==> config.mk <==
export PLATFORM = sky130hd
export DESIGN_NAME = adcw_top
export DESIGN_NICKNAME = d
export VERILOG_FILES = /design/src/verilog/adcw_top.v /design/src/verilog/adcw_fifo.v
export VERILOG_INCLUDE_DIRS = /design/src /design/src/common
export SDC_FILE = /design/constraint.sdc
export NUM_CORES = 1
export LEC_CHECK = 0
export ABC_AREA = 1
export BUFFER_PORTS_ARGS = -buffer_cell sky130_fd_sc_hd__clkbuf_2
export CORE_MARGIN = 10
export CORE_UTILIZATION = 62
export DETAILED_ROUTE_END_ITERATION = 10
export GPL_ROUTABILITY_DRIVEN = 0
export PLACE_DENSITY = 0.8
export SLEW_MARGIN = 20
export SYNTH_ARGS = -nofsm -noshare
export SYNTH_HDL_FRONTEND = slang
export SYNTH_SLANG_ARGS = --single-unit
==> constraint.sdc <==
create_clock -name clk -period 2.57 [get_ports clk]
set_input_delay 0.514 -clock clk [delete_from_list [all_inputs] [get_ports clk]]
set_output_delay 0.514 -clock clk [all_outputs]
set_load 0.005 [all_outputs]
==> src/common/adcw_map.vh <==
// constants of the two-wire converter slave
`ifndef ADCW_MAP_VH
`define ADCW_MAP_VH
`define ADCW_SYS_CLK_HZ 25000000
`define ADCW_CONV_CLK_HZ 4000000
`define ADCW_CONV_DIV (`ADCW_SYS_CLK_HZ / `ADCW_CONV_CLK_HZ)
`define ADCW_FS_MAX_KSPS_X10 190
`define ADCW_HS_MAX_KSPS_X10 586
`define ADCW_REF_SETTLE_MS 12
`define ADCW_ADDR_FIXED 3'h3
`define ADCW_HS_CODE 5'h01
`define ADCW_BYTE_BITS 4'h8
`define ADCW_TRACK_BIT 4'h7
`define ADCW_RES_W 14
`define ADCW_SUB_W 2
`define ADCW_WORD_W 16
`define ADCW_SAR_TOP 4'hf
`define ADCW_FIFO_DEPTH 8
`define ADCW_FIFO_AW 3
`endif

==> src/verilog/adcw_top.v <==
// two-wire read-only slave, sar sequencer and power control of the converter
`timescale 1ns/10ps
`include "adcw_map.vh"
// Notes on behaviour
// (RL1) power up in fast/standard timing
// (RL2) fastest rates need high-speed mode
// (RL3) master code 00001xxx, low bits ignored
// (RL4) no-ack master code, then enter high-speed
// (RL5) master follows with repeated start, address
// (RL6) stop returns to fast/standard timing
// (RL7) matching address acked, conversion begins
// (RL8) direction bit only controls power-down
// (RL9) stretch scl low until result ready
// (RL10) msb byte bits 13-6, then rest
// (RL11) master ack keeps conversions coming
// (RL12) master no-ack ends transmission, frees bus
// (RL13) power-on reset leaves device shut down
// (RL14) address powers up, conversion end powers down
// (RL15) internal reference stays on between conversions
// (RL16) external mode ignores direction bit
// (RL17) armed shutdown acts on master no-ack
// (RL18) reference wakes at 9th falling edge
// (RL19) master waits 12 ms for reference
// (RL20) straight binary 14-bit result
// (RL21) address 011 plus four select pins
// (RL22) nine scl cycles per byte
// (RL23) track two scl cycles before conversion
// (RL24) 4 MHz clock steps the sar
// (RL25) foreign address ignored until next start
module adcw_top #(
  parameter CONV_DIV = `ADCW_CONV_DIV,
  parameter FIFO_DEPTH = `ADCW_FIFO_DEPTH
) (
  // clock and reset
  input wire clk,
  input wire rst_n,
  // two-wire bus, open drain
  input wire scl_in,
  output wire scl_out,
  output wire scl_oe,
  input wire sda_in,
  output wire sda_out,
  output wire sda_oe,
  // straps
  input wire [3:0] address_select_pins,
  input wire reference_adjust_pin,
  // analog front end
  input wire cmp_in,
  output wire [`ADCW_WORD_W-1:0] dac_code,
  output wire track,
  // status
  output wire hs_mode,
  output wire conv_pwr,
  output wire ref_pwr,
  output wire conv_busy
);
  localparam [2:0] ST_IDLE = 3'h0;
  localparam [2:0] ST_ADDR = 3'h1;
  localparam [2:0] ST_ACK = 3'h2;
  localparam [2:0] ST_HSNACK = 3'h3;
  localparam [2:0] ST_CONV = 3'h4;
  localparam [2:0] ST_TX = 3'h5;
  localparam [2:0] ST_MACK = 3'h6;
  localparam [1:0] SR_IDLE = 2'h0;
  localparam [1:0] SR_RUN = 2'h1;
  localparam [1:0] SR_PUSH = 2'h2;
  localparam integer DIV_LAST_I = CONV_DIV - 1;
  localparam [7:0] DIV_LAST = DIV_LAST_I[7:0];

  // input synchronisers
  reg scl_s1_ff, scl_s2_ff, scl_d_ff, sda_s1_ff, sda_s2_ff, sda_d_ff, radj_s1_ff, radj_s2_ff;
  reg [3:0] asel_s1_ff, asel_s2_ff;
  // bus side state
  reg [2:0] st_ff;
  reg [3:0] cnt_ff;
  reg [7:0] rx_ff, tx_ff, lsb_byte_ff;
  reg byte_sel_ff, mack_ff, scl_oe_ff, sda_oe_ff, hs_ff, track_ff;
  reg conv_start_ff, pop_ff, flush_ff, shut_arm_ff, ref_pwr_ff;
  // sar state
  reg [1:0] sr_ff;
  reg [7:0] div_ff;
  reg [3:0] bit_ff;
  reg [`ADCW_WORD_W-1:0] dac_ff;
  reg conv_pwr_ff, busy_ff;
  wire scl_rise, scl_fall, start_cond, stop_cond, conv_tick;
  wire fifo_in_ready, fifo_out_valid;
  wire [`ADCW_WORD_W-1:0] fifo_out_data;

  function addr_match;
    input [7:0] b;
    input [3:0] sel;
    begin
      addr_match = (b[7:1] == {`ADCW_ADDR_FIXED, sel}); // [RL21]
    end
  endfunction

  assign scl_rise = scl_s2_ff & ~scl_d_ff;
  assign scl_fall = ~scl_s2_ff & scl_d_ff;
  assign start_cond = scl_s2_ff & scl_d_ff & ~sda_s2_ff & sda_d_ff;
  assign stop_cond = scl_s2_ff & scl_d_ff & sda_s2_ff & ~sda_d_ff;
  assign conv_tick = (div_ff == DIV_LAST);

  assign scl_out = 1'b0;
  assign sda_out = 1'b0;
  assign scl_oe = scl_oe_ff;
  assign sda_oe = sda_oe_ff;
  assign hs_mode = hs_ff; // [RL2]
  assign track = track_ff;
  assign conv_pwr = conv_pwr_ff;
  assign ref_pwr = ref_pwr_ff;
  assign conv_busy = busy_ff;
  assign dac_code = dac_ff;

  always @(posedge clk or negedge rst_n) begin
    if (!rst_n) begin
      // bus lines reset to their idle high level, so release shows no false edge
      {scl_s1_ff, scl_s2_ff, scl_d_ff} <= 3'h7;
      {sda_s1_ff, sda_s2_ff, sda_d_ff} <= 3'h7;
      {asel_s1_ff, asel_s2_ff} <= 8'h00;
      {radj_s1_ff, radj_s2_ff} <= 2'h0;
    end else begin
      {scl_s1_ff, scl_s2_ff, scl_d_ff} <= {scl_in, scl_s1_ff, scl_s2_ff};
      {sda_s1_ff, sda_s2_ff, sda_d_ff} <= {sda_in, sda_s1_ff, sda_s2_ff};
      {asel_s1_ff, asel_s2_ff} <= {address_select_pins, asel_s1_ff};
      {radj_s1_ff, radj_s2_ff} <= {reference_adjust_pin, radj_s1_ff};
    end
  end

  // bus side: bytes are eight data bits plus one acknowledge clock [RL22]
  always @(posedge clk or negedge rst_n) begin
    if (!rst_n) begin
      st_ff <= ST_IDLE;
      cnt_ff <= 4'h0;
      {rx_ff, tx_ff, lsb_byte_ff} <= 24'h000000;
      {byte_sel_ff, mack_ff, scl_oe_ff, sda_oe_ff} <= 4'h0;
      hs_ff <= 1'b0; // [RL1]
      {track_ff, conv_start_ff, pop_ff, flush_ff, shut_arm_ff} <= 5'h00;
      ref_pwr_ff <= 1'b0; // [RL13]
    end else begin
      conv_start_ff <= 1'b0;
      pop_ff <= 1'b0;
      flush_ff <= 1'b0;
      if (radj_s2_ff) begin
        ref_pwr_ff <= 1'b0;
      end
      if (stop_cond) begin
        st_ff <= ST_IDLE;
        hs_ff <= 1'b0; // [RL6]
        sda_oe_ff <= 1'b0;
        scl_oe_ff <= 1'b0;
        track_ff <= 1'b0;
        flush_ff <= 1'b1;
      end else if (start_cond) begin
        // also the repeated start that opens high-speed traffic [RL5]
        st_ff <= ST_ADDR;
        cnt_ff <= 4'h0;
        sda_oe_ff <= 1'b0;
        track_ff <= 1'b0;
      end else begin
        case (st_ff)
          ST_IDLE: begin
            sda_oe_ff <= 1'b0; // [RL25]
          end
          ST_ADDR: begin
            if (scl_rise) begin
              rx_ff <= {rx_ff[6:0], sda_s2_ff};
              cnt_ff <= cnt_ff + 4'h1;
              if (cnt_ff == `ADCW_TRACK_BIT - 4'h1) begin
                track_ff <= 1'b1; // [RL23]
              end
            end else if (scl_fall && cnt_ff == `ADCW_BYTE_BITS) begin
              if (rx_ff[7:3] == `ADCW_HS_CODE) begin
                st_ff <= ST_HSNACK; // [RL3]
                track_ff <= 1'b0;
              end else if (addr_match(rx_ff, asel_s2_ff)) begin
                st_ff <= ST_ACK;
                sda_oe_ff <= 1'b1; // [RL7]
              end else begin
                st_ff <= ST_IDLE; // [RL25]
                track_ff <= 1'b0;
              end
            end
          end
          ST_HSNACK: begin
            // sda stays released through the acknowledge clock
            if (scl_fall) begin
              hs_ff <= 1'b1; // [RL4]
              st_ff <= ST_IDLE;
            end
          end
          ST_ACK: begin
            if (scl_fall) begin
              sda_oe_ff <= 1'b0;
              scl_oe_ff <= 1'b1; // [RL9]
              track_ff <= 1'b0;
              conv_start_ff <= 1'b1;
              st_ff <= ST_CONV;
              // direction bit is never a read/write select [RL8]
              shut_arm_ff <= ~rx_ff[0] & ~radj_s2_ff; // [RL16]
              if (!radj_s2_ff) begin
                ref_pwr_ff <= 1'b1; // [RL18]
              end
            end
          end
          ST_CONV: begin
            if (fifo_out_valid && !pop_ff) begin
              pop_ff <= 1'b1;
              tx_ff <= fifo_out_data[15:8]; // [RL10]
              lsb_byte_ff <= fifo_out_data[7:0];
              sda_oe_ff <= ~fifo_out_data[15];
              byte_sel_ff <= 1'b0;
              cnt_ff <= 4'h1;
              scl_oe_ff <= 1'b0; // [RL9]
              st_ff <= ST_TX;
            end
          end
          ST_TX: begin
            if (scl_fall) begin
              if (cnt_ff == `ADCW_BYTE_BITS) begin
                sda_oe_ff <= 1'b0;
                st_ff <= ST_MACK;
                if (byte_sel_ff) begin
                  track_ff <= 1'b1; // [RL23]
                end
              end else begin
                tx_ff <= {tx_ff[6:0], 1'b0};
                sda_oe_ff <= ~tx_ff[6];
                cnt_ff <= cnt_ff + 4'h1;
                if (byte_sel_ff && cnt_ff == `ADCW_TRACK_BIT) begin
                  track_ff <= 1'b1; // [RL23]
                end
              end
            end
          end
          ST_MACK: begin
            if (scl_rise) begin
              mack_ff <= ~sda_s2_ff;
            end else if (scl_fall) begin
              if (mack_ff && !byte_sel_ff) begin
                tx_ff <= lsb_byte_ff; // [RL10]
                sda_oe_ff <= ~lsb_byte_ff[7];
                byte_sel_ff <= 1'b1;
                cnt_ff <= 4'h1;
                st_ff <= ST_TX;
              end else if (mack_ff) begin
                scl_oe_ff <= 1'b1; // [RL11]
                track_ff <= 1'b0;
                conv_start_ff <= 1'b1;
                st_ff <= ST_CONV;
              end else begin
                st_ff <= ST_IDLE; // [RL12]
                track_ff <= 1'b0;
                flush_ff <= 1'b1;
                if (shut_arm_ff) begin
                  ref_pwr_ff <= 1'b0; // [RL17]
                end
                // otherwise the reference is left running [RL15]
              end
            end
          end
          default: begin
            st_ff <= ST_IDLE;
          end
        endcase
      end
    end
  end

  // sar: 14 result steps plus two sub-bit steps, paced by the conversion clock
  always @(posedge clk or negedge rst_n) begin
    if (!rst_n) begin
      sr_ff <= SR_IDLE;
      div_ff <= 8'h00;
      bit_ff <= 4'h0;
      dac_ff <= {`ADCW_WORD_W{1'b0}};
      conv_pwr_ff <= 1'b0; // [RL13]
      busy_ff <= 1'b0;
    end else begin
      if (sr_ff == SR_RUN && !conv_tick) begin
        div_ff <= div_ff + 8'h01; // [RL24]
      end else begin
        div_ff <= 8'h00;
      end
      case (sr_ff)
        SR_IDLE: begin
          if (conv_start_ff) begin
            conv_pwr_ff <= 1'b1; // [RL14]
            busy_ff <= 1'b1;
            bit_ff <= `ADCW_SAR_TOP;
            dac_ff <= {1'b1, {(`ADCW_WORD_W-1){1'b0}}};
            sr_ff <= SR_RUN;
          end
        end
        SR_RUN: begin
          if (conv_tick) begin
            // code is plain unipolar binary, one step per trial [RL20]
            dac_ff[bit_ff] <= cmp_in;
            if (bit_ff == 4'h0) begin
              sr_ff <= SR_PUSH;
            end else begin
              dac_ff[bit_ff - 4'h1] <= 1'b1;
              bit_ff <= bit_ff - 4'h1;
            end
          end
        end
        SR_PUSH: begin
          // a full fifo stalls here rather than dropping a result
          if (fifo_in_ready) begin
            conv_pwr_ff <= 1'b0; // [RL14]
            busy_ff <= 1'b0;
            sr_ff <= SR_IDLE;
          end
        end
        default: begin
          sr_ff <= SR_IDLE;
          busy_ff <= 1'b0;
        end
      endcase
    end
  end

  adcw_fifo #(
    .W(`ADCW_WORD_W),
    .DEPTH(FIFO_DEPTH),
    .AW(`ADCW_FIFO_AW)
  ) u_fifo (
    .clk(clk),
    .rst_n(rst_n),
    .flush(flush_ff),
    .in_valid(sr_ff == SR_PUSH),
    .in_ready(fifo_in_ready),
    .in_data(dac_ff),
    .out_valid(fifo_out_valid),
    .out_ready(pop_ff),
    .out_data(fifo_out_data)
  );
endmodule // adcw_top

==> src/verilog/adcw_fifo.v <==
// result fifo with registered read data
`timescale 1ns/10ps
module adcw_fifo #(
  parameter W = 16,
  parameter DEPTH = 8,
  parameter AW = 3
) (
  // clock and reset
  input wire clk,
  input wire rst_n,
  input wire flush,
  // filling side
  input wire in_valid,
  output wire in_ready,
  input wire [W-1:0] in_data,
  // draining side
  output wire out_valid,
  input wire out_ready,
  output wire [W-1:0] out_data
);
  reg [W-1:0] mem [0:DEPTH-1];
  reg [AW-1:0] wr_ptr_ff;
  reg [AW-1:0] rd_ptr_ff;
  reg [AW:0] count_ff;
  reg out_valid_ff;
  reg [W-1:0] out_data_ff;
  wire push;
  wire load;
  localparam [AW:0] FULL_CNT = DEPTH[AW:0];

  assign in_ready = (count_ff != FULL_CNT);
  assign push = in_valid & in_ready;
  // refill the output register whenever a word is stored and the register is empty or being taken
  assign load = (count_ff != {(AW+1){1'b0}}) & (~out_valid_ff | out_ready);
  assign out_valid = out_valid_ff;
  assign out_data = out_data_ff;

  always @(posedge clk) begin
    if (push) begin
      mem[wr_ptr_ff] <= in_data;
    end
  end

  always @(posedge clk or negedge rst_n) begin
    if (!rst_n) begin
      wr_ptr_ff <= {AW{1'b0}};
      rd_ptr_ff <= {AW{1'b0}};
      count_ff <= {(AW+1){1'b0}};
      out_valid_ff <= 1'b0;
      out_data_ff <= {W{1'b0}};
    end else if (flush) begin
      wr_ptr_ff <= {AW{1'b0}};
      rd_ptr_ff <= {AW{1'b0}};
      count_ff <= {(AW+1){1'b0}};
      out_valid_ff <= 1'b0;
    end else begin
      if (push) begin
        wr_ptr_ff <= wr_ptr_ff + 1'b1;
      end
      if (load) begin
        out_data_ff <= mem[rd_ptr_ff];
        rd_ptr_ff <= rd_ptr_ff + 1'b1;
        out_valid_ff <= 1'b1;
      end else if (out_ready) begin
        out_valid_ff <= 1'b0;
      end
      count_ff <= count_ff + {{AW{1'b0}}, push} - {{AW{1'b0}}, load};
    end
  end
endmodule // adcw_fifo

# After elaboration in Yosys (flattened, before gate mapping)
# Memories as Yosys holds them, arrays and structs flattened. A register that Yosys moved wholly into a read port is not among the register bits.
# Cells that the tools add are included.
# classes
addsub,7
muxes,140
bitwise_logic,26
eq_ne,59
magnitude_cmp,4
n_reduce_logical,46
# op_table
cell,count
$mux 1,78
$ne 4x4->1 const B,14
$mux 3,17
$mux 16,3
$mux 4,12
$mux 7,6
$ne 3x3->1 const B,14
$pmux 16 s2,1
$reduce_and 4->1,6
$reduce_and 11->1,2
$pmux 3 s7,1
$pmux 7 s3,1
$ne 2x2->1 const B,10
$ne 5x5->1 const B,4
$reduce_and 9->1,2
$bwmux 16,1
$or 16x16->16,1
$pmux 4 s4,1
$not 1->1,14
$reduce_bool 2->1,7
$mux 2,6
$reduce_and 3->1,4
$and 1x1->1,10
$lt 4x5->1 const B,2
other kinds (42),65
# word_totals
mem_count,1
ram_bits,128
ff_bits,100
inputBits,10
word_cells,319
# mem_list
memory,depth,width,rd,rd_clocked_by_memory_dff,wr,line_no,source
u_fifo.mem,8,16,1,1,1,adcw_fifo.v:21,reg [W-1:0] mem [0:DEPTH-1];

# Logic depth before layout (Yosys ltp)
# depth
ltp_word,9
mapped_depth,12
depth_no_buf,12

# Cells and area by module
# Synthesis repeated with hierarchy kept, for this count alone.
# hier_totals
cells_unflattened,1270
hier_area_um2,11543.6
# modules_own_cells
mod,cells_per_inst,area_each_um2,instances
adcw_fifo,645,6723.9,1
adcw_top,625,4819.6,1

# Worst setup path before layout
# No wires, ideal clock.
# synth_path
path_type,register to register
start,register u_fifo.count_ff[2]
end,memory u_fifo.mem[4][0] (enable)
path_buffers,0
synth_period_minus_slack_ns,2.010
required_ns,2.182
setup_slack_ns,0.560
stages_incl_launch_ff,8
arrival_ns,1.621
path_cell_list,dfrtp_1 -> inv_1 -> ha_1 -> nand2_1 -> nand2_1 -> inv_1 -> nand2_1 -> nor2_1
# synth_via
elab_chain_len,4
# synth_rtl
element,line_no,source
start: declaration,adcw_fifo.v:24,reg [AW:0] count_ff;
start signal: assignment,adcw_fifo.v:48,count_ff <= {(AW+1){1'b0}};
start signal: assignment,adcw_fifo.v:54,count_ff <= {(AW+1){1'b0}};
start signal: assignment,adcw_fifo.v:67,"count_ff <= count_ff + {{AW{1'b0}}, push} - {{AW{1'b0}}, load};"
$ne 4x4->1,adcw_fifo.v:31,assign in_ready = (count_ff != FULL_CNT);
$and 1x1->1,adcw_fifo.v:32,assign push = in_valid & in_ready;
$mux 1,adcw_fifo.v:39,if (push) begin
$mux 1 (not written as such),adcw_fifo.v:40,mem[wr_ptr_ff] <= in_data;
end: declaration,adcw_fifo.v:21,
# Every way passes these cells.

# Worst setup path in the final report
# layout_path
start,register pop_ff
end,register u_fifo.count_ff[2]
# layout_via
elab_chain_len,4
# layout_rtl
element,line_no,source
start: declaration,adcw_top.v:78,"reg conv_start_ff, pop_ff, flush_ff, shut_arm_ff, ref_pwr_ff;"
start signal: assignment,adcw_top.v:137,"{track_ff, conv_start_ff, pop_ff, flush_ff, shut_arm_ff} <= 5'h00;"
start signal: assignment,adcw_top.v:141,pop_ff <= 1'b0;
start signal: assignment,adcw_top.v:207,pop_ff <= 1'b1;
$or 1x1->1,adcw_fifo.v:34,assign load = (count_ff != {(AW+1){1'b0}}) & (~out_valid_ff | out_ready);
$and 1x1->1,adcw_fifo.v:34,
$sub 4x1->4,adcw_fifo.v:67,
$mux 4,adcw_fifo.v:51,end else if (flush) begin
# Every way passes these cells.
# A chain may end at the register's enable or synchronous reset.

==> out/qor.txt <==
STATUS
-----------------------------------------------------------------------------------------------
Outcome                                                                            complete, no violations

YOSYS
-----------------------------------------------------------------------------------------------
Number of synthesis warnings                                                                  0
Gate count after technology mapping                                                        1090
Dominant combinational cell family by area after synthesis                         simple AND/OR/NAND/NOR gates
Post-synth top flop                                                                sky130_fd_sc_hd__edfxtp_1
Cell type contributing the most total cell area after synthesis                    sky130_fd_sc_hd__edfxtp_1
Share of the yosys chip area belonging to registers                                       0.629
Number of storage elements in the synthesis netlist                                         244
Post-synth top cells                                                               sky130_fd_sc_hd__nand2_1 (225), sky130_fd_sc_hd__nor2_1 (149), sky130_fd_sc_hd__edfxtp_1 (128)
Post-synthesis mux area share                                                           0.00186
Fraction of the mapped netlist area in adder cells                                       0.0217
Synth unique cells                                                                           40
Post-Synthesis Cell Area                                                             10700 um^2
Mapped Avg Cell Area                                                                  9.86 um^2
Compound-Gate Fraction of Synth Area                                                      0.121
Portion of synthesized cell area occupied by the leading cell type                        0.358
Number of flops mapped to enable cells by yosys                                             128
Area share of and/or/nand/nor cells after synthesis                                       0.172
Most common cell in the netlist                                                    sky130_fd_sc_hd__nand2_1
Most area-consuming cells after synthesis                                          sky130_fd_sc_hd__edfxtp_1 (36%), sky130_fd_sc_hd__dfrtp_1 (26%), sky130_fd_sc_hd__nand2_1 (7.9%)
Xor/xnor share of the synthesized area                                                  0.00245
Async set-reset flop share out of synthesis                                               0.475

CELLS AND AREA
-----------------------------------------------------------------------------------------------
Area Growth Syn to Fin                                                                    12.7%
Flip-flop and latch area                                                              6750 um^2
Finished Layout Cells                                                                      1378
Final design utilization                                                                  0.707
Filler cells                                                                               1210
Total area of multi-input combinational cells                                         3440 um^2
Fraction of layout cells with a size suffix above 1                                       0.106
Final antenna diode count                                                                     0
Number of nets in the layout                                                               1163

POWER
-----------------------------------------------------------------------------------------------
Power per standard cell area                                                        687 nW/um^2
Largest vdd supply drop                                                                0.823 mV
Total power draw                                                                        8.31 mW
P_leak                                                                                  5.49 nW

CLOCK TREE
-----------------------------------------------------------------------------------------------
CTS resizes                                                                                   0
Post-CTS Hold Buffers                                                                         1
Setup Buffers After CTS                                                                       0
TritonCTS clock tree                                                                      built
Clock latency at the later pin of the worst-skew pair                                   0.52 ns
Clock input transition at the sequential cells of the worst setup and hold paths        0.06 ns
Clock tree root buffer cell                                                        sky130_fd_sc_hd__clkbuf_16
Maximum buffer depth of the clock tree                                                        3
Htree depth                                                                                   1
Total clock sinks                                                                           244
Total clock buffers created by CTS                                                           25

GLOBAL ROUTE
-----------------------------------------------------------------------------------------------
Global router's overall resource usage                                                    0.218
Total overflow reported by the global router                                                  0
Largest net degree at the start of global routing                                            77
Wire length of the first global-routing pass                                           39900 um
Antenna violations before repair                                                              0
Number of global-route vias before repair                                                  7793

SETUP PATH
-----------------------------------------------------------------------------------------------
List of cells traversed by the critical path                                       nor2_1 -> inv_1 -> nand2_1 -> inv_1 -> ha_1 -> inv_1 -> ha_1 -> fa_1 -> o21ai_0 -> a21oi_1
Data arrival time of the worst path                                                     2.55 ns
Library cell appearing most often on the critical path                             sky130_fd_sc_hd__inv_1
Kind of capture point of the worst setup path                                         flip-flop
Crit Path Max Fanout                                                                          3
Kind of critical path                                                              flip-flop to flip-flop
R2R setup slack                                                                         0.42 ns
CP delay by family, top                                                             adder cells
Number of cells on the critical path                                                         10
CP bufs+invs                                                                                  3
CP peak stage delay                                                                     0.42 ns
Type of origin of the critical path                                                   flip-flop
Slowest stage cell, crit path                                                      sky130_fd_sc_hd__fa_1
Cell count of the worst reg-to-reg path                                                      10
Crit path required time                                                                 2.97 ns

ROUTING
-----------------------------------------------------------------------------------------------
Uppermost layer routed                                                                     met4
Met2 wire length                                                                       12400 um
Routed metal-1 wire length                                                              9960 um
Count of nets left with antenna violations after detail routing                               0
Wirelength, routed                                                                     24800 um
Number of detailed-routing iterations run before antenna repair                               5
DRC violation count after routing                                                             0
Number of DRC markers after the initial detailed-route iteration                            596
Average wire per cell in the routed design                                              18.0 um
Vias                                                                                       7984
Mean number of vias per cell                                                               5.79
DR WL met3                                                                              1910 um

TIMING
-----------------------------------------------------------------------------------------------
Min Hold Slack                                                                        0.0754 ns
Transition at the pin with the smallest max-transition slack                           0.514 ns
Achievable frequency                                                                    465 MHz
Final count of negative-setup-slack endpoints                                                 0
Setup Total Neg Slack                                                                      0 ns
Period minus WS final                                                                   2.15 ns
Final Max Slew Viols                                                                          0
Unrepaired setup endpoints after global routing                                           false
Worst-case clock skew                                                                 0.0137 ns
Max-slew headroom at the worst pin                                                        0.657
Hold violation total from the final report                                                    0
Period Utilization, post-route                                                            0.836

PLACE
-----------------------------------------------------------------------------------------------
Total half-perimeter wirelength after legalization and detailed placement              16000 um
Port Buffer Count                                                                            32
Post-Place Cells                                                                           1332

FLOORPLANNING
-----------------------------------------------------------------------------------------------
Core Area                                                                            17100 um^2
Number of standard-cell rows in the floorplan                                                48
Initial Util                                                                              0.628
Width of the die                                                                         152 um
Die Footprint                                                                        23000 um^2
DIE HEIGHT                                                                               152 um
Number of ports placed on the die boundary                                                   35

FLOW RUN
-----------------------------------------------------------------------------------------------
Max-cap viol count                                                                            0

MIN PATH
-----------------------------------------------------------------------------------------------
WHS Path Cells                                                                                1
Worst hold-check path type                                                         primary input to flip-flop

-- registers in the layout, summed over array words and instances (netlist names), 2 cells and up --
signal,flops
lsb_byte_ff,8
sr_ff,2
dac_code,16
st_ff,3
asel_s1_ff,4
u_fifo.rd_ptr_ff,3
u_fifo.count_ff,4
u_fifo.out_data,16
bit_ff,4
asel_s2_ff,4
rx_ff,8
tx_ff,7
div_ff,8
u_fifo.mem,128
u_fifo.wr_ptr_ff,3
cnt_ff,4
-- stage by stage --
step           setup slack [ns]  cell area (um^2)
2_1_floorplan             0.560             10700
3_3_place_gp              0.487             11200
3_5_place_dp              0.432             11200
4_1_cts                   0.422             12100
5_1_grt                   0.221             12100
6_report                  0.421             12100
-- per-layer routing --
metal,vias to the layer above,track usage
li1,3783,-
met1,3791,0.283
met2,360,0.373
met3,50,0.0330
met4,0,0.0639
met5,-,0
-- worst reg2reg max path, delay by kind of cell (launching register included) --
family	cells	cell delay [ns]
adders and majority gates	3	0.91
AOI/OAI and AO/OA	2	0.21
buffers and inverters	3	0.22
DFF	1	0.36
and+or+nand+nor	2	0.34
-- cell families after synthesis --
family          Yosys count
flops                   244
fa+ha+maj                18
buf+inv                 143
simple gates            450
xor+xnor                  3
compound gates          229
other cells               1
mux                       2
-- path summary, 6_finish.rpt --
kind | startpoint | end
max in group asynchronous | rst_n | dac_code[7]
max | pop_ff | u_fifo.count_ff[2]
max reg2reg | pop_ff | u_fifo.count_ff[2]
min | sda_in | sda_s1_ff
min reg2reg | asel_s1_ff[2] | asel_s2_ff[2]
min in group asynchronous | rst_n | track
-- cell usage in the layout (no fill, tap or decap), types with 2 or more instances in the layout --
master | synthesis | layout
sky130_fd_sc_hd__mux2i_1 | 2 | 2
sky130_fd_sc_hd__clkinv_1 | 3 | 5
sky130_fd_sc_hd__inv_2 | 9 | 9
sky130_fd_sc_hd__o211ai_1 | 9 | 9
sky130_fd_sc_hd__xor2_1 | 2 | 2
sky130_fd_sc_hd__clkinv_2 | 0 | 2
sky130_fd_sc_hd__nand3_1 | 46 | 46
sky130_fd_sc_hd__ha_1 | 17 | 17
sky130_fd_sc_hd__o21ai_0 | 126 | 126
sky130_fd_sc_hd__o21a_1 | 3 | 3
sky130_fd_sc_hd__buf_4 | 4 | 21
sky130_fd_sc_hd__nand4_1 | 10 | 10
sky130_fd_sc_hd__nor3_1 | 6 | 6
sky130_fd_sc_hd__clkbuf_8 | 0 | 3
sky130_fd_sc_hd__nor2_1 | 149 | 148
sky130_fd_sc_hd__nand2_1 | 225 | 225
sky130_fd_sc_hd__inv_1 | 94 | 94
sky130_fd_sc_hd__o21ai_1 | 27 | 27
sky130_fd_sc_hd__bufinv_16 | 0 | 6
sky130_fd_sc_hd__conb_1 | 1 | 2
sky130_fd_sc_hd__dfstp_2 | 6 | 6
sky130_fd_sc_hd__clkbuf_2 | 0 | 31
sky130_fd_sc_hd__dfrtp_1 | 110 | 110
sky130_fd_sc_hd__nand2_2 | 3 | 3
sky130_fd_sc_hd__o31ai_1 | 2 | 2
sky130_fd_sc_hd__edfxtp_1 | 128 | 128
sky130_fd_sc_hd__nor2_2 | 3 | 4
sky130_fd_sc_hd__nor3_2 | 2 | 2
sky130_fd_sc_hd__clkbuf_1 | 26 | 5
sky130_fd_sc_hd__o22ai_1 | 7 | 7
sky130_fd_sc_hd__o221ai_1 | 24 | 24
sky130_fd_sc_hd__nand3_2 | 4 | 4
sky130_fd_sc_hd__clkbuf_16 | 0 | 25
sky130_fd_sc_hd__a21oi_1 | 26 | 26
-- final cells by class --
cell class,count,area share
clock buffers,33,0.0566
clock inverters,12,0.0174
inverters,106,0.0329
multi-input cells,704,0.284
flip-flops and latches,244,0.558
well taps,225,0.0232
repair buffers,54,0.0283
-- power breakdown --
group / internal, mW / switching (mW)
registers: 4.14 / 0.0555
logic: 0.0759 / 0.147
clock network: 2.47 / 1.42
No activity file was read; power rests on OpenSTA's default activity.
